`src/del_pkg.sv`:
```
// shared constants and types of the dram ecc error log register bank
package del_pkg;

  // ==========================================================================
  // register indices, byte address is four times the index
  localparam logic [9:0] DEL_IDX_REFRESH = 10'h0dc;
  localparam logic [9:0] DEL_IDX_SCRATCH = 10'h0de;
  localparam logic [9:0] DEL_IDX_SYNDROME = 10'h0e2;
  localparam logic [9:0] DEL_IDX_ERR_ADDR = 10'h0e4;
  localparam logic [9:0] DEL_IDX_FLAGS = 10'h0f0;
  localparam logic [9:0] DEL_IDX_IRQ_MASK = 10'h0f1;
  localparam int DEL_IDX_LSB = 2;
  localparam int DEL_IDX_MSB = 11;

  // ==========================================================================
  // field layout
  localparam int DEL_RATE_W = 3;
  localparam int DEL_SCRATCH_W = 16;
  localparam int DEL_SYN_W = 8;
  localparam int DEL_EADDR_W = 23;
  localparam int DEL_EADDR_LSB = 9;
  localparam int DEL_CHAN_BIT = 0;
  localparam int DEL_FLAG_W = 2;
  localparam int DEL_FLAG_SBE = 0;
  localparam int DEL_FLAG_MBE = 1;

  // ==========================================================================
  // reset values
  localparam logic [2:0] DEL_RATE_RST = 3'h0;
  localparam logic [15:0] DEL_SCRATCH_RST = 16'h0000;
  localparam logic [1:0] DEL_FLAG_RST = 2'h0;
  localparam logic [31:0] DEL_WORD_ZERO = 32'h0000_0000;

  // ==========================================================================
  // refresh rate codes, all others reserved
  localparam logic [2:0] DEL_RFSH_OFF = 3'h0;
  localparam logic [2:0] DEL_RFSH_FAST = 3'h1;
  localparam logic [2:0] DEL_RFSH_SLOW = 3'h2;

  // ==========================================================================
  // timing, intervals rounded down to whole cycles
  localparam int DEL_CLK_MHZ = 200;
  localparam int DEL_RFSH_FAST_NS = 1950;
  localparam int DEL_RFSH_SLOW_NS = 3900;
  localparam int DEL_RFSH_FAST_CYC = DEL_RFSH_FAST_NS * DEL_CLK_MHZ / 1000;
  localparam int DEL_RFSH_SLOW_CYC = DEL_RFSH_SLOW_NS * DEL_CLK_MHZ / 1000;

  // ==========================================================================
  // bus encodings
  localparam logic [1:0] DEL_HTRANS_NONSEQ = 2'h2;
  localparam logic [1:0] DEL_HTRANS_SEQ = 2'h3;
  localparam logic [2:0] DEL_HSIZE_WORD = 3'h2;
  localparam logic DEL_HRESP_OKAY = 1'b0;

  // ==========================================================================
  // types
  typedef struct packed {
    logic valid;
    logic multi;
    logic [DEL_SYN_W-1:0] syndrome;
    logic [DEL_EADDR_W-1:0] addr;
    logic channel;
  } del_ecc_evt_t;

  typedef struct packed {
    logic [DEL_SYN_W-1:0] syndrome;
    logic [DEL_EADDR_W-1:0] addr;
    logic channel;
    logic rec_multi;
    logic [DEL_FLAG_W-1:0] flags;
  } del_capture_t;

  typedef enum logic [1:0] {
    DEL_ST_IDLE = 2'b00,
    DEL_ST_WR = 2'b01,
    DEL_ST_RD1 = 2'b11,
    DEL_ST_RD2 = 2'b10
  } del_bus_st_t;

endpackage

```
`src/del_refresh_timer.sv`:
```
// refresh request timer for memory channel pair 0
`timescale 1ns/10ps
`default_nettype none
module del_refresh_timer
  import del_pkg::*;
#(
  parameter int CNT_W = 10,
  parameter logic [CNT_W-1:0] FAST_CYC = CNT_W'(DEL_RFSH_FAST_CYC),
  parameter logic [CNT_W-1:0] SLOW_CYC = CNT_W'(DEL_RFSH_SLOW_CYC)
) (
  // clock and reset
  input wire logic core_clk,
  input wire logic reset_n,
  // rate select and request
  input wire logic [DEL_RATE_W-1:0] rate,
  output logic refresh_req
);

  typedef struct packed {
    logic [DEL_RATE_W-1:0] rate;
    logic [CNT_W-1:0] cnt;
    logic req;
  } del_tmr_st_t;

  del_tmr_st_t st;
  del_tmr_st_t next_st;
  logic [CNT_W-1:0] period;

  // ==========================================================================
  // interval selection and count
  always_comb begin
    next_st = st;
    next_st.req = 1'b0;
    next_st.rate = rate;
    unique case (rate)
      DEL_RFSH_FAST: period = FAST_CYC;
      DEL_RFSH_SLOW: period = SLOW_CYC;
      default: period = '0; // off or reserved: no refresh
    endcase
    if ((period == '0) || (rate != st.rate)) begin
      next_st.cnt = '0;
    end else if (st.cnt == period - CNT_W'(1)) begin
      next_st.cnt = '0;
      next_st.req = 1'b1;
    end else begin
      next_st.cnt = st.cnt + CNT_W'(1);
    end
  end

  always_ff @(posedge core_clk) begin
    if (!reset_n) begin
      st <= '{rate: DEL_RATE_RST, cnt: '0, req: 1'b0};
    end else begin
      st <= next_st;
    end
  end

  assign refresh_req = st.req;

endmodule
`default_nettype wire

```
`src/del_err_capture.sv`:
```
// ecc error flags and locked syndrome, address and channel record
`timescale 1ns/10ps
`default_nettype none
module del_err_capture
  import del_pkg::*;
(
  // clock and reset
  input wire logic core_clk,
  input wire logic reset_n,
  // error report from the datapath
  input wire del_ecc_evt_t evt,
  // write-one-to-clear of the flags
  input wire logic [DEL_FLAG_W-1:0] flag_clr,
  // captured record
  output del_capture_t cap
);

  del_capture_t st;
  del_capture_t next_st;
  logic [DEL_FLAG_W-1:0] flag_set;
  logic unlocked;

  // ==========================================================================
  // capture and lock
  always_comb begin
    next_st = st;
    flag_set = '0;
    flag_set[DEL_FLAG_SBE] = evt.valid & ~evt.multi;
    flag_set[DEL_FLAG_MBE] = evt.valid & evt.multi;
    // record opens when the flags are clear once this cycle's clear acts
    unlocked = ((st.flags & ~flag_clr) == '0);
    if (evt.valid && (unlocked || (evt.multi && !st.rec_multi))) begin
      next_st.syndrome = evt.syndrome;
      next_st.addr = evt.addr;
      next_st.channel = evt.channel;
      next_st.rec_multi = evt.multi;
    end
    // a new event wins over a clear in the same cycle
    next_st.flags = (st.flags & ~flag_clr) | flag_set;
  end

  always_ff @(posedge core_clk) begin
    if (!reset_n) begin
      st <= '{syndrome: '0, addr: '0, channel: 1'b0, rec_multi: 1'b0, flags: DEL_FLAG_RST};
    end else begin
      st <= next_st;
    end
  end

  assign cap = st;

endmodule
`default_nettype wire

```
`src/del_ecc_log_regs.sv`:
```
// ahb-lite register bank: refresh rate, scratchpad, ecc error log, interrupt
// Function
// - the three-bit pair 0 refresh field picks off (000), 1.95 us (001) or 3.9 us (010), other codes reserved.
// - with the off code no refresh is issued to pair 0.
// - a sixteen-bit scratchpad is read/write and affects nothing else.
// - on an ecc error the eight-bit syndrome field is loaded.
// - the syndrome stays frozen until software clears the error flag.
// - a multiple-bit error replaces a captured single-bit record before the flag is cleared.
// - any other later error before the clear is not recorded.
// - the error address register holds address bits 33:11 in bits 31:9.
// - the address records the first error after the clear, a multiple-bit one replacing a single-bit one.
// - once the flags are set the address holds against new errors until cleared.
// - bit 0 reports channel b (1) or a (0) and stays locked while the flags are set; here a multiple-bit error still replaces it over a single-bit record.
//
// Chosen here: the AHB-Lite slave port.
`timescale 1ns/10ps
`default_nettype none
module del_ecc_log_regs
  import del_pkg::*;
#(
  parameter int RFSH_CNT_W = 10
) (
  // clock and reset
  input wire logic core_clk,
  input wire logic reset_n,
  // ahb-lite slave
  input wire logic hsel,
  input wire logic [31:0] haddr,
  input wire logic [1:0] htrans,
  input wire logic hwrite,
  input wire logic [2:0] hsize,
  input wire logic [31:0] hwdata,
  input wire logic hready,
  output logic hreadyout,
  output logic [31:0] hrdata,
  output logic hresp,
  // memory datapath
  input wire del_ecc_evt_t ecc_evt,
  output logic refresh_req_pair0,
  // interrupt
  output logic irq
);

  typedef struct packed {
    del_bus_st_t bus_st;
    logic [9:0] idx;
    logic hit;
    logic wr_ok;
    logic [31:0] rdata;
    logic [DEL_RATE_W-1:0] refresh_rate_pair0;
    logic [DEL_SCRATCH_W-1:0] scratch_storage;
    logic [DEL_FLAG_W-1:0] irq_mask;
  } del_regs_st_t;

  del_regs_st_t st;
  del_regs_st_t next_st;
  del_capture_t cap;
  logic accept;
  logic wr_now;
  logic [DEL_FLAG_W-1:0] flag_clr;
  logic [31:0] rd_word;

  // ==========================================================================
  // read mux
  always_comb begin
    rd_word = DEL_WORD_ZERO;
    if (st.hit) begin
      unique case (st.idx)
        DEL_IDX_REFRESH: rd_word[DEL_RATE_W-1:0] = st.refresh_rate_pair0;
        DEL_IDX_SCRATCH: rd_word[DEL_SCRATCH_W-1:0] = st.scratch_storage;
        DEL_IDX_SYNDROME: rd_word[DEL_SYN_W-1:0] = cap.syndrome;
        DEL_IDX_ERR_ADDR: begin
          rd_word[DEL_EADDR_LSB +: DEL_EADDR_W] = cap.addr;
          rd_word[DEL_CHAN_BIT] = cap.channel;
        end
        DEL_IDX_FLAGS: rd_word[DEL_FLAG_W-1:0] = cap.flags;
        DEL_IDX_IRQ_MASK: rd_word[DEL_FLAG_W-1:0] = st.irq_mask;
        default: rd_word = DEL_WORD_ZERO;
      endcase
    end
  end

  // ==========================================================================
  // bus sequencing and register writes
  assign accept = hsel && hready && ((htrans == DEL_HTRANS_NONSEQ) || (htrans == DEL_HTRANS_SEQ));
  assign wr_now = (st.bus_st == DEL_ST_WR) && st.wr_ok && st.hit;

  always_comb begin
    next_st = st;
    flag_clr = '0;
    if (wr_now) begin
      unique case (st.idx)
        DEL_IDX_REFRESH: next_st.refresh_rate_pair0 = hwdata[DEL_RATE_W-1:0];
        DEL_IDX_SCRATCH: next_st.scratch_storage = hwdata[DEL_SCRATCH_W-1:0];
        DEL_IDX_FLAGS: flag_clr = hwdata[DEL_FLAG_W-1:0];
        DEL_IDX_IRQ_MASK: next_st.irq_mask = hwdata[DEL_FLAG_W-1:0];
        default: flag_clr = '0; // read-only or unmapped: write ignored
      endcase
    end
    unique case (st.bus_st)
      DEL_ST_RD1: begin
        next_st.rdata = rd_word;
        next_st.bus_st = DEL_ST_RD2;
      end
      DEL_ST_IDLE, DEL_ST_WR, DEL_ST_RD2: begin
        if (accept) begin
          next_st.idx = haddr[DEL_IDX_MSB:DEL_IDX_LSB];
          next_st.hit = (haddr[31:DEL_IDX_MSB+1] == '0) && (haddr[DEL_IDX_LSB-1:0] == '0);
          next_st.wr_ok = (hsize == DEL_HSIZE_WORD);
          next_st.bus_st = hwrite ? DEL_ST_WR : DEL_ST_RD1;
        end else begin
          next_st.bus_st = DEL_ST_IDLE;
        end
      end
    endcase
  end

  always_ff @(posedge core_clk) begin
    if (!reset_n) begin
      st <= '{bus_st: DEL_ST_IDLE, idx: '0, hit: 1'b0, wr_ok: 1'b0, rdata: DEL_WORD_ZERO,
              refresh_rate_pair0: DEL_RATE_RST, scratch_storage: DEL_SCRATCH_RST,
              irq_mask: DEL_FLAG_RST};
    end else begin
      st <= next_st;
    end
  end

  // one wait state on reads so the data come from a register
  assign hreadyout = (st.bus_st != DEL_ST_RD1);
  assign hrdata = st.rdata;
  assign hresp = DEL_HRESP_OKAY;
  assign irq = |(cap.flags & st.irq_mask);

  // ==========================================================================
  // submodules
  del_err_capture u_capture (
    .core_clk(core_clk),
    .reset_n(reset_n),
    .evt(ecc_evt),
    .flag_clr(flag_clr),
    .cap(cap)
  );

  del_refresh_timer #(
    .CNT_W(RFSH_CNT_W)
  ) u_refresh (
    .core_clk(core_clk),
    .reset_n(reset_n),
    .rate(st.refresh_rate_pair0),
    .refresh_req(refresh_req_pair0)
  );

endmodule
`default_nettype wire

```
`config.mk`:
```
export PLATFORM = sky130hd
export DESIGN_NAME = del_ecc_log_regs
export DESIGN_NICKNAME = d
export VERILOG_FILES = /design/src/del_pkg.sv /design/src/del_refresh_timer.sv /design/src/del_err_capture.sv /design/src/del_ecc_log_regs.sv
export SDC_FILE = /design/constraint.sdc
export NUM_CORES = 1
export LEC_CHECK = 0
export ABC_AREA = 1
export BUFFER_PORTS_ARGS = -buffer_cell sky130_fd_sc_hd__buf_2
export CELL_PAD_IN_SITES_DETAIL_PLACEMENT = 1
export CELL_PAD_IN_SITES_GLOBAL_PLACEMENT = 1
export CORE_MARGIN = 2
export CORE_UTILIZATION = 40
export DETAILED_ROUTE_END_ITERATION = 7
export PLACE_DENSITY_LB_ADDON = 0.1
export SLEW_MARGIN = 25
export SYNTH_ARGS = -nofsm -noshare
export SYNTH_HDL_FRONTEND = slang
export SYNTH_SLANG_ARGS = --single-unit
```
`constraint.sdc`:
```
create_clock -name core_clk -period 3.75 [get_ports core_clk]
set_input_delay 1.125 -clock core_clk [delete_from_list [all_inputs] [get_ports core_clk]]
set_output_delay 1.125 -clock core_clk [all_outputs]
set_load 0.01 [all_outputs]
```
======== After elaboration in Yosys (flattened, before gate mapping) ========
Cells that the tools add are included.
storage, ports and cells
  register bits ........................... 116
  input port bits ......................... 108
  output and inout port bits .............. 36
  word-level logic and storage cells ...... 82
operators by class
  add/subtract/negate cells ............... 2
  eq/ne operators ......................... 17
  mux-type cells .......................... 15
  bitwise operators ....................... 8
  reductions and logical operators ........ 24
operators with widths
  operator                 count
  $eq A10 B8 Y1 const B    6
  $mux W32                 1
  $logic_not A20 Y1        1
  $pmux W10 S2             1
  $mux W16                 1
  $pmux W7 S2              1
  $add A10 B1 Y10 const B  1
  $eq A10 B10 Y1           1
  $logic_not A10 Y1        1
  $pmux W5 S2              1
  $sub A10 B1 Y10 const B  1
  $eq A2 B2 Y1 const B     4
  $mux W2                  4
  $reduce_and A2 Y1        4
  $logic_and A1 B1 Y1      7
  $eq A3 B2 Y1 const B     2
  $logic_not A2 Y1         3
  $pmux W1 S6              1
  $reduce_or A3 Y1         2
  $pmux W1 S5              1
  $and A2 B2 Y2            2
  $pmux W2 S2              1
  $reduce_or A2 Y1         2
  $eq A3 B1 Y1 const B     1
  11 further kinds         16

======== Depth between registers and ports, before layout ========
Gate-level depths: netlist (run 1).
  word-level depth ........................ 9
  gate-level depth with buffers ........... 12

======== Hierarchy ========
A second synthesis (run 1) with hierarchy kept.
unflattened totals
  cell total of the unflattened synthesis .. 747
  area total of the unflattened synthesis .. 5425.2 µm²
modules (own cells, without submodules)
  module             times used  cells each  area an instance (µm²)  sequential area each (µm²)
  del_ecc_log_regs   1           419         3036.7                  1341.3
  del_err_capture    1           227         1632.8                  700.7
  del_refresh_timer  1           101         755.7                   280.3

======== Least setup slack after synthesis (run 1) ========
No wires, ideal clock.
  kind .................................... in2reg
  start point ............................. input port ecc_evt[33] in the netlist's numbering
  end point ............................... register u_capture.st (netlist bit u_capture.cap[26])
  setup time .............................. 115 ps
  data arrival time ....................... 2044 ps
  required time ........................... 3635 ps
  path slack .............................. 1591 ps
  stages on the path ...................... 7
  path buffers ............................ 2
  path through ............................ nand2_1 -> or2_2 -> clkbuf_1 -> buf_1 -> nand3_1 -> nand2_1 -> nor2_1
between the ends
  cells in the longest elaborated chain, start to end .. 1
ends and longest elaborated chain
  what                    RTL line                text
  start: declaration      del_ecc_log_regs.sv:38  input wire del_ecc_evt_t ecc_evt,
  $logic_and A1 B1 Y1     del_err_capture.sv:32   if (evt.valid && (unlocked || (evt.multi && !st.rec_multi))) begin
  end signal: assignment  del_err_capture.sv:44   st <= '{syndrome: '0, addr: '0, channel: 1'b0, rec_multi: 1'b0, flags: DEL_FLAG_RST};
  end signal: assignment  del_err_capture.sv:46   st <= next_st;
  end: declaration        del_err_capture.sv:18   del_capture_t st;
No other way between the ends.
A chain may end at the register's enable or synchronous reset.

======== Final worst setup path (run 1) ========
  start point ............................. register st[66] in the netlist's numbering
  end point ............................... output port hreadyout
between the ends
  cells in the longest elaborated chain, start to end .. 1
ends and longest elaborated chain
  what                      RTL line                 text
  start: declaration        del_ecc_log_regs.sv:55   del_regs_st_t st;
  start signal: assignment  del_ecc_log_regs.sv:120  st <= '{bus_st: DEL_ST_IDLE, idx: '0, hit: 1'b0, wr_ok: 1'b0, rdata: DEL_WORD_ZERO,
  start signal: assignment  del_ecc_log_regs.sv:124  st <= next_st;
  $ne A2 B2 Y1              del_ecc_log_regs.sv:129  assign hreadyout = (st.bus_st != DEL_ST_RD1);
  end: declaration          del_ecc_log_regs.sv:34   output logic hreadyout,
No other way between the ends.

==> impl_results.md, run 1 <==
* Hold Buf Count CTS at 0
* Combinational power share at 7.9%
* RSZ-0062 raised after global routing: no
* Routed Antenna Nets at 0
* XOR/XNOR Fraction of Synth Area at 1.65%
* Pre-CTS setup slack at 1.23 ns
* Global route total overflow at 0
* Setup crit start kind: flip-flop
* Max Root-Sink Buffers at 2
* Most common cell after layout, fill and taps aside: nand2_1
* Synth Warn # at 0
* Post-CTS Setup Bufs at 0
* Syn nets at 834
* Internal at 2.43 mW
* CP Data Required Time at 2.62 ns
* Worst path cell trace: nand2_1, buf_2
* Fmax at 392 MHz
* Final Setup Violations at 0
* Initial Util at 40.5%
* Core Area at 0.0131 mm2
* Die X at 119 um
* Critical Path End: hreadyout
* Power per cell area at 492 mW/mm2
* Reg2Reg Setup Slack at 1.45 ns
* Wire per inst at 14.7 um
* Adder-cell share of the synthesized area at 0.235%
* Psw at 0.697 mW
* Max Fanout on Critical Path at 11
* Post_cts resized at 0
* Die Ht at 119 um
* Worst EP arrival at 1.43 ns
* Sink Count at 116
* Slowest stage delay, CP at 0.37 ns
* Worst-Margin Slew at 0.822 ns
* Kind of critical path: flip-flop to output port
* Slew margin rel. at 45.0%
* # IOs at 144
* Simple-gate portion of the synthesized area at 29.3%
* Sequential Power Share at 41.6%
* Min-delay worst type: flip-flop to flip-flop
* Largest net degree at the start of global routing at 66
* DRC violations left at 0
* Clock transition at path regs at 0.05 ns
* Syn Std Cell Area at 0.00532 mm2
* Final cell count without fillers at 992
* Synth Area in Compound Gates at 11.9%
* P_leak at 2.85 nW
* Max_cap viols at 0
* DRT iter0 DRCs at 270
* Num CTS Buffers at 17
* Clock latency at the later pin of the worst-skew pair at 0.41 ns
* Fin. max-slew vios at 0
* Number of synthesized register bits at 116
* Hold Vio Cnt, Final at 0
* Final WL at 14.6 mm
* H-tree lvl count at 4
* Setup TNS at 0 ns
* Placed wire-length estimate at 9.89 mm
* # rows at 42
* Vias in the first global route at 5173
* Unique masters post-synth at 38
* Fill cells at 1705
* Final WS setup at 1.20 ns
* Share of post-route cells with drive strength above 1 at 23.8%
* Final min period at 2.55 ns
* Routability cong. at 0.764
* Avg Vias per Cell at 4.95
* Power Total at 3.13 mW
* CTS tree: yes
* Reg2reg start: st[63]$_SDFFE_PN0P_
* Post-synthesis area per instance at 7.34 um2
* All-Layer GR Usage at 21.5%
* Largest family of logic cells by synthesized area: simple AND/OR/NAND/NOR gates
* Max VDD drop at 299 uV
* Part of the Yosys area used for sequential elements at 43.6%
* Mux contribution to synthesized area at 0%
* Clock skew at 0.00566 ns
* Antenna Diode Count at 0
* Initial antenna violation count at 0
* Post-layout util at 48.4%
* Port buffer count at 125
* Switching fraction of total power at 22.3%
* Post-Synthesis Cells at 725
* Status: finished clean
* Final net count at 916
* Global-route wire length before repair at 24.3 mm
* R2R Path End: st[3]$_SDFFE_PN0P_
* Layout area overhead at 19.5%
* Part of the cycle the worst path needs at 68.0%
* Critical path launch point: st[66]$_SDFF_PN0_
* Clk network pwr share at 50.6%
* Total iterations of the first detailed-routing run at 4
* Slowest-stage cell, CP: nand2_1
* Root Driver: clkbuf_16
* FF-to-FF path depth at 7
* Most frequent cells in the layout: nand2_1, buf_2, nor2_1
* Vias at 4914
* Endpoint type of the worst setup path: output port
* Placed cell count at 964
* Die area at 0.0142 mm2
-- cells in the mapped netlist --
library cell | number | area [um2]
ha_1 | 1 | 12.5
and3_1 | 1 | 6.26
inv_1 | 58 | 218
o21a_1 | 1 | 7.51
nand2_1 | 133 | 499
xor2_1 | 6 | 52.6
buf_2 | 10 | 50.1
nand3b_1 | 1 | 7.51
nor3_2 | 1 | 10.0
clkinv_1 | 2 | 7.51
o211ai_1 | 1 | 7.51
a22o_1 | 1 | 8.76
nand2_4 | 1 | 11.3
nor3_1 | 7 | 35.0
dfxtp_1 | 116 | 2320
xnor2_1 | 4 | 35.0
nand4_1 | 9 | 56.3
o21ai_2 | 1 | 8.76
nand2_2 | 2 | 12.5
nor2_2 | 1 | 6.26
a31oi_1 | 7 | 43.8
a211oi_1 | 4 | 30.0
o21ai_0 | 25 | 125
o21ai_1 | 13 | 65.1
or2_2 | 3 | 18.8
nand3_2 | 21 | 210
buf_1 | 4 | 15.0
clkbuf_1 | 14 | 52.6
nor2_1 | 117 | 439
nor2_4 | 2 | 22.5
buf_4 | 33 | 248
inv_2 | 4 | 15.0
nor4_1 | 5 | 31.3
a21oi_1 | 67 | 335
clkinv_4 | 1 | 8.76
buf_6 | 8 | 90.1
nand3_1 | 39 | 195
conb_1 | 1 | 3.75
-- final cells by class --
cell class,count,area [um2],share of cell area [%]
sequential,116,2320,36.5
multi-input combinational,475,2300,36.1
timing repair buffer,132,703,11.1
clock buffer,22,464,7.30
inverter,65,249,3.91
tap,176,220,3.46
clock inverter,6,105,1.65
-- worst max-delay path: cells and delay by family, from the launching register on --
family | cells | cell delay, ns
buffers and inverters | 1 | 0.29
DFF | 1 | 0.35
and+or+nand+nor | 1 | 0.37
-- metrics by stage --
stage / instance area [um2] / hold WS, ns
after CTS: 6360 / 0.459
after floorplan: 5320 / 0.434
after global routing: 6360 / 0.470
final: 6360 / 0.457
after global placement: 5790 / 0.445
after detailed placement: 5790 / 0.450
-- cells by family (layout without fill, tap and decap cells) --
family | count (synthesis) | after routing
buffers and inverters | 134 | 225
adder cells (fa/ha/maj) | 1 | 1
other | 1 | 1
flip-flops | 116 | 116
AO/OA/AOI/OAI | 120 | 120
XOR/XNOR | 10 | 10
AND/OR/NAND/NOR | 343 | 343
-- flip-flops by register name, indices dropped and copies added (netlist names) --
name and cells:
st 35, u_capture.cap 35, hrdata 32, u_refresh.st 13, u_refresh.refresh_req 1
-- layer usage --
metal  vias to the layer above  share of wire [%]  GRT usage, %
li1                       2463                  -             -
met1                      2312                 45          25.4
met2                       113                 49          37.4
met3                        26                4.0          4.65
met4                         0                2.0          9.26
met5                         -                  0             0
-- worst min-delay path by stage --
stage / start / slack [ns] / to / cells after the start
final: u_capture.cap[14]$_SDFFE_PN0P_ / 0.46 / hrdata[19]$_SDFFE_PN0N_ / 2
after global routing: u_capture.cap[2]$_SDFFE_PN0P_ / 0.47 / u_capture.cap[2]$_SDFFE_PN0P_ / 2
after CTS: u_capture.cap[2]$_SDFFE_PN0P_ / 0.46 / u_capture.cap[2]$_SDFFE_PN0P_ / 2
after detailed placement: u_capture.cap[2]$_SDFFE_PN0P_ / 0.45 / u_capture.cap[2]$_SDFFE_PN0P_ / 2
after global placement: u_capture.cap[2]$_SDFFE_PN0P_ / 0.45 / u_capture.cap[2]$_SDFFE_PN0P_ / 2
after floorplan: u_capture.cap[2]$_SDFFE_PN0P_ / 0.43 / u_capture.cap[2]$_SDFFE_PN0P_ / 2
-- power groups by stage --
stage	Combinational (mW)	Sequential, mW	Clock, mW
after floorplan	0.167	1.32	0
after global placement	0.235	1.32	0
after detailed placement	0.248	1.33	0
after CTS	0.251	1.30	1.61
after global routing	0.282	1.31	1.66
final	0.246	1.30	1.58
(Power assumes the default switching activity.)
==> inputs of run 2 (changes only) <==
--- a/config.mk
+++ b/config.mk
@@ -10,7 +10,7 @@
 export CELL_PAD_IN_SITES_DETAIL_PLACEMENT = 1
 export CELL_PAD_IN_SITES_GLOBAL_PLACEMENT = 1
 export CORE_MARGIN = 2
-export CORE_UTILIZATION = 40
+export CORE_UTILIZATION = 34
 export DETAILED_ROUTE_END_ITERATION = 7
 export PLACE_DENSITY_LB_ADDON = 0.1
 export SLEW_MARGIN = 25
==> constraint.sdc (replaced) <==
create_clock -name core_clk -period 2.2 [get_ports core_clk]
set_input_delay 0.66 -clock core_clk [delete_from_list [all_inputs] [get_ports core_clk]]
set_output_delay 0.66 -clock core_clk [all_outputs]
set_load 0.01 [all_outputs]
==> run 2 against run 1 <==
Net effect: sequential cell count did not move; global-route usage shrank 2.8 points; clock skew increased by 0.0038 ns; via count grew 0.26%; combinational power grew 74%; first-iteration DRC count fell by 26%; utilization decreased by 5.4 points; total power up 83%; sequential share of layout area fell by 1.2 points; sequential power rose by 71%; non-clock buffer count is 8 higher; highest routed layer unchanged.
==> impl_results.md, run 2 (synthesis gave the netlist of run 1 again) <==
* Min-delay worst type: flip-flop to flip-flop (unchanged)
* Fin. max-slew vios at 0 (unchanged)
* Antenna Diode Count at 0 (unchanged)
* Largest net degree at the start of global routing at 66 (unchanged)
* Num CTS Buffers at 17 (unchanged)
* CP Data Required Time at 1.54 ns (was 2.62 ns)
* Final WL at 14.9 mm (was 14.6 mm)
* H-tree lvl count at 4 (unchanged)
* Part of the cycle the worst path needs at 81.5%
* Layout area overhead at 23.4% (was 19.5%)
* Global route total overflow at 0 (unchanged)
* Worst path top cell family by delay: flip-flops (was simple AND/OR/NAND/NOR gates)
* # IOs at 144 (unchanged)
* Max Fanout on Critical Path at 3 (was 11)
* Placed cell count at 1007 (was 964)
* Setup TNS at 0 ns (unchanged)
* Setup crit start kind: flip-flop (unchanged)
* Kind of critical path: flip-flop to output port (unchanged)
* DRC violations left at 0 (unchanged)
* Post-CTS Setup Bufs at 0 (unchanged)
* Die X at 129 um (was 119 um)
* Sink Count at 116 (unchanged)
* Max Root-Sink Buffers at 2 (unchanged)
* Post_cts resized at 0 (unchanged)
* DRT iter0 DRCs at 201 (was 270)
* Vias in the first global route at 4996 (was 5173)
* CTS tree: yes (unchanged)
* Routed Antenna Nets at 0 (unchanged)
* P_leak at 2.94 nW (was 2.85 nW)
* Power Total at 5.73 mW (was 3.13 mW)
* Final cell count without fillers at 1039 (was 992)
* Final Setup Violations at 0 (unchanged)
* Slowest-stage cell, CP: dfxtp_1 (was nand2_1)
* Endpoint type of the worst setup path: output port (unchanged)
* Global-route wire length before repair at 24.2 mm (was 24.3 mm)
* Fmax at 557 MHz
* Clock skew at 0.00943 ns (was 0.00566 ns)
* Hold Vio Cnt, Final at 0 (unchanged)
* Total iterations of the first detailed-routing run at 4 (unchanged)
* Final Cell Area at 0.00657 mm2 (was 0.00636 mm2)
* Most frequent cells in the layout: nand2_1, buf_2, nor2_1 (unchanged)
* Initial Util at 34.9% (was 40.5%)
* Final min period at 1.79 ns
* Worst path cell trace: a22o_1, buf_2 (was nand2_1, buf_2)
* Placed wire-length estimate at 10.4 mm (was 9.89 mm)
* Clock transition at path regs at 0.05 ns (about the same)
* # rows at 45 (was 42)
* Final net count at 924 (was 916)
* Status: finished clean (unchanged)
* RSZ-0062 raised after global routing: no (unchanged)
* Worst EP arrival at 1.13 ns (was 1.43 ns)
* Max VDD drop at 550 uV (was 299 uV)
* Core Area at 0.0153 mm2 (was 0.0131 mm2)
* Initial antenna violation count at 0 (unchanged)
* Avg Vias per Cell at 4.74 (was 4.95)
* Max_cap viols at 0 (unchanged)
* Die area at 0.0167 mm2 (was 0.0142 mm2)
* Root Driver: clkbuf_16 (unchanged)
* Crit path buf inv count at 1 (unchanged)
* Area post-placement at 0.00591 mm2 (was 0.00579 mm2)
* Share of post-route cells with drive strength above 1 at 25.0% (was 23.8%)
* Die Ht at 129 um (was 119 um)
* Wire per inst at 14.3 um (was 14.7 um)
* Slowest stage delay, CP at 0.32 ns (was 0.37 ns)
* Power per cell area at 873 mW/mm2 (was 492 mW/mm2)
* All-Layer GR Usage at 18.7% (was 21.5%)
* Port buffer count at 125 (unchanged)
* Vias at 4927 (was 4914)
* Most common cell after layout, fill and taps aside: nand2_1 (unchanged)
* Clock latency at the later pin of the worst-skew pair at 0.42 ns (was 0.41 ns)
* Routability cong. at 0.780 (was 0.764)
* Hold Buf Count CTS at 0 (unchanged)
run 2: cell types whose count changed in the layout (fill, tap and decap cells not counted):
cell	delta
clkinvlp_4	+1
buf_4	+7
buf_12	+1
clkbuf_1	-1
bufinv_16	+2
clkbuf_8	+2
run 2: per-stage QoR:
step	util (%)	setup WS, ns	hold WS, ns
floorplan	-	0.506	0.434
global placement	38.7	0.278	0.444
detailed placement	38.7	0.187	0.454
CTS	43.1	0.380	0.454
global route	43.1	0.208	0.460
finish	43.1	0.406	0.459
run 2: final cells by class:
| type | count | area (um2) |
|---|---|---|
| well taps | 211 | 264 |
| flip-flops and latches | 116 | 2320 |
| repair buffers | 140 | 776 |
| fillers | 1939 | 8690 |
| clock inverters | 9 | 173 |
| clock buffers | 23 | 488 |
| inverters | 65 | 249 |
| multi-input cells | 475 | 2300 |
run 2: per-layer routing:
layer / routed length (um) / part of all wire, % / global-route usage (%)
met1: 6960 / 47 / 23.1
met2: 7050 / 47 / 31.5
met3: 637 / 4.3 / 5.04
met4: 214 / 1.4 / 6.33
met5: 0 / 0 / 0
run 2: worst reg2reg max path: cells and delay by family (launching register included):
kind                   cells  cell delay (ns)
AND/OR/NAND/NOR            5             0.98
flip-flops                 1             0.32
buffers and inverters      1             0.27
AO/OA/AOI/OAI              1             0.15
run 2: report_power, final:
part	leakage, nW	switching (mW)	internal [mW]
Combinational	1.67	0.255	0.174
Clock	0.323	0.964	2.12
Sequential	0.945	0.0375	2.18
run 2: final timing paths:
path | startpoint | endpoint | slack, ns | cells past startpoint
max | u_capture.cap[0]$_SDFF_PN0_ | irq | 0.41 | 2
min | u_capture.cap[20]$_SDFFE_PN0P_ | hrdata[25]$_SDFFE_PN0N_ | 0.46 | 2
max reg2reg | st[62]$_SDFFE_PN0P_ | hrdata[10]$_SDFFE_PN0N_ | 0.41 | 7
min reg2reg | u_capture.cap[20]$_SDFFE_PN0P_ | hrdata[25]$_SDFFE_PN0N_ | 0.46 | 2
==> inputs of run 3 (changes only) <==
==> constraint.sdc (replaced) <==
create_clock -name core_clk -period 1.5 [get_ports core_clk]
set_input_delay 0.45 -clock core_clk [delete_from_list [all_inputs] [get_ports core_clk]]
set_output_delay 0.45 -clock core_clk [all_outputs]
set_load 0.01 [all_outputs]
==> run 3 against run 2 <==
Net effect: the flow now finishes with violations (negative setup slack); register-to-register slack got worse by 0.57 ns; via count rose by 9.0%; die area did not move; critical path type is now flip-flop to flip-flop; largest cell class is now multi-input gates.
==> impl_results.md, run 3 (synthesis gave the netlist of run 1 again) <==
* Max Fanout on Critical Path at 8 (was 3)
* All-Layer GR Usage at 21.9% (was 18.7%)
* Hold Vio Cnt, Final at 0 (unchanged)
* Fin. max-slew vios at 0 (unchanged)
* Die area at 0.0167 mm2 (unchanged)
* Part of the cycle the worst path needs at 111%
* Clock transition at path regs at 0.06 ns (was 0.05 ns)
* Max Root-Sink Buffers at 2 (unchanged)
* Vias in the first global route at 5575 (was 4996)
* Die Ht at 129 um (unchanged)
* Wire per inst at 16.4 um (was 14.3 um)
* Clock latency at the later pin of the worst-skew pair at 0.42 ns (about the same)
* # IOs at 144 (unchanged)
* DRT iter0 DRCs at 187 (was 201)
* Clock skew at 0.00835 ns (was 0.00943 ns)
* Setup TNS at -7.15 ns (was 0 ns)
* Initial antenna violation count at 0 (unchanged)
* Avg Vias per Cell at 4.86 (was 4.74)
* Core Area at 0.0153 mm2 (unchanged)
* CP Data Required Time at 1.82 ns (was 1.54 ns)
* Final min period at 1.66 ns
* Placed wire-length estimate at 10.7 mm (was 10.4 mm)
* Routed Antenna Nets at 0 (unchanged)
* Failing checks: negative setup slack
* Fill cells at 1865 (was 1939)
* Power per cell area at 1090 mW/mm2 (was 873 mW/mm2)
* RSZ-0062 raised after global routing: yes (was no)
* Antenna Diode Count at 0 (unchanged)
* Fmax at 602 MHz
* Setup crit start kind: flip-flop (unchanged)
* Worst hold margin at 0.241 ns (was 0.459 ns)
* DRC violations left at 0 (unchanged)
* Status: complete, but fails checks (was finished clean)
* Post-layout util at 52.6% (was 43.1%)
* Final Setup Violations at 73 (was 0)
* Root Driver: clkbuf_16 (unchanged)
* Vias at 5368 (was 4927)
* Max_cap viols at 0 (unchanged)
* Routability cong. at 0.818 (was 0.780)
* Most frequent cells in the layout: buf_2, dfxtp_1, nand2_1 (was nand2_1, buf_2, nor2_1)
* P_leak at 3.62 nW (was 2.94 nW)
* H-tree lvl count at 4 (unchanged)
* Layout area overhead at 50.6% (was 23.4%)
* Worst EP arrival at 1.98 ns (was 1.13 ns)
* Final WS setup at -0.161 ns (was 0.406 ns)
* Power Total at 8.72 mW (was 5.73 mW)
* Sink Count at 116 (unchanged)
* Min-delay worst type: input pin to flip-flop (was flip-flop to flip-flop)
* Initial Util at 34.9% (unchanged)
* Num CTS Buffers at 17 (unchanged)
* Final WL at 18.1 mm (was 14.9 mm)
* Global-route wire length before repair at 28.1 mm (was 24.2 mm)
* Global route total overflow at 0 (unchanged)
* CTS tree: yes (unchanged)
* Kind of critical path: flip-flop to flip-flop (was flip-flop to output port)
* Die X at 129 um (unchanged)
* Most common cell after layout, fill and taps aside: buf_2 (was nand2_1)
* Share of post-route cells with drive strength above 1 at 48.0% (was 25.0%)
* Multi-input gate area at 0.00295 mm2 (was 0.00230 mm2)
* Endpoint type of the worst setup path: flip-flop (was output port)
* # rows at 45 (unchanged)
* Final net count at 990 (was 924)
* Register area at 0.00235 mm2 (was 0.00232 mm2)
* Total iterations of the first detailed-routing run at 4 (unchanged)
* Port buffer count at 125 (unchanged)
* Max VDD drop at 777 uV (was 550 uV)
* Largest net degree at the start of global routing at 65 (was 66)
* Hold Buf Count CTS at 0 (unchanged)
==> run 3: final cells by class <==
type	count	share of cell area [%]
sequential	116	29.3
timing repair inverter	1	0.109
multi-input combinational	475	36.8
clock buffer	22	5.79
timing repair buffer	205	19.3
clock inverter	10	2.22
inverter	65	3.20
tap	211	3.29
==> run 3: stage by stage <==
step	cells	setup slack [ns]	area, um2
after global routing	1105	-0.250	8020
after detailed placement	1035	-0.245	6140
after floorplan	725	0.0156	5320
final	1105	-0.161	8020
after CTS	1088	-0.101	7440
after global placement	1035	-0.176	6140
==> run 3: critical path: stages, from the launching register on <==
cell and delay [ns]:
dfxtp_2 0.33, nor2_4 0.12, nand2_2 0.08, nor2_4 0.15, nand3_2 0.11, nand2_2 0.12, nand3_4 0.12, buf_12 0.18
buf_16 0.16, a21oi_2 0.13, nor2_1 0.05
==> run 3: worst paths after layout <==
kind / start / end / slack, ns / depth (start not counted)
worst min register to register: u_capture.cap[15]$_SDFFE_PN0P_ / hrdata[20]$_SDFFE_PN0N_ / 0.46 / 2
worst min-delay path: ecc_evt[13] / u_capture.cap[16]$_SDFFE_PN0P_ / 0.24 / 3
worst max register to register: st[55]$_SDFFE_PN0P_ / u_capture.cap[18]$_SDFFE_PN0P_ / -0.16 / 10
worst max-delay path: st[55]$_SDFFE_PN0P_ / u_capture.cap[18]$_SDFFE_PN0P_ / -0.16 / 10
==> run 3: timing repair <==
| item | in CTS | in global routing |
|---|---|---|
| resized for setup | 104 | 127 |
| pin swaps | 19 | 52 |
| setup buffers | 14 | 18 |
| setup endpoints to repair | 84 | 98 |
| gates cloned | 8 | 1 |
| hold endpoints to repair | 0 | 0 |
==> run 3: metal layers <==
| layer | vias up | share of wire, % | GRT usage (%) |
|---|---|---|---|
| met5 | - | 0 | 0 |
| met4 | 0 | 1.8 | 7.67 |
| met3 | 23 | 3.8 | 4.42 |
| met2 | 126 | 50 | 38.5 |
| met1 | 2599 | 44 | 26.5 |
| li1 | 2620 | - | - |
==> run 3: report_power, final <==
group	switching (mW)	total (mW)	internal (mW)
sequential	0.0824	3.28	3.20
clock	1.46	4.48	3.02
combinational	0.523	0.961	0.438
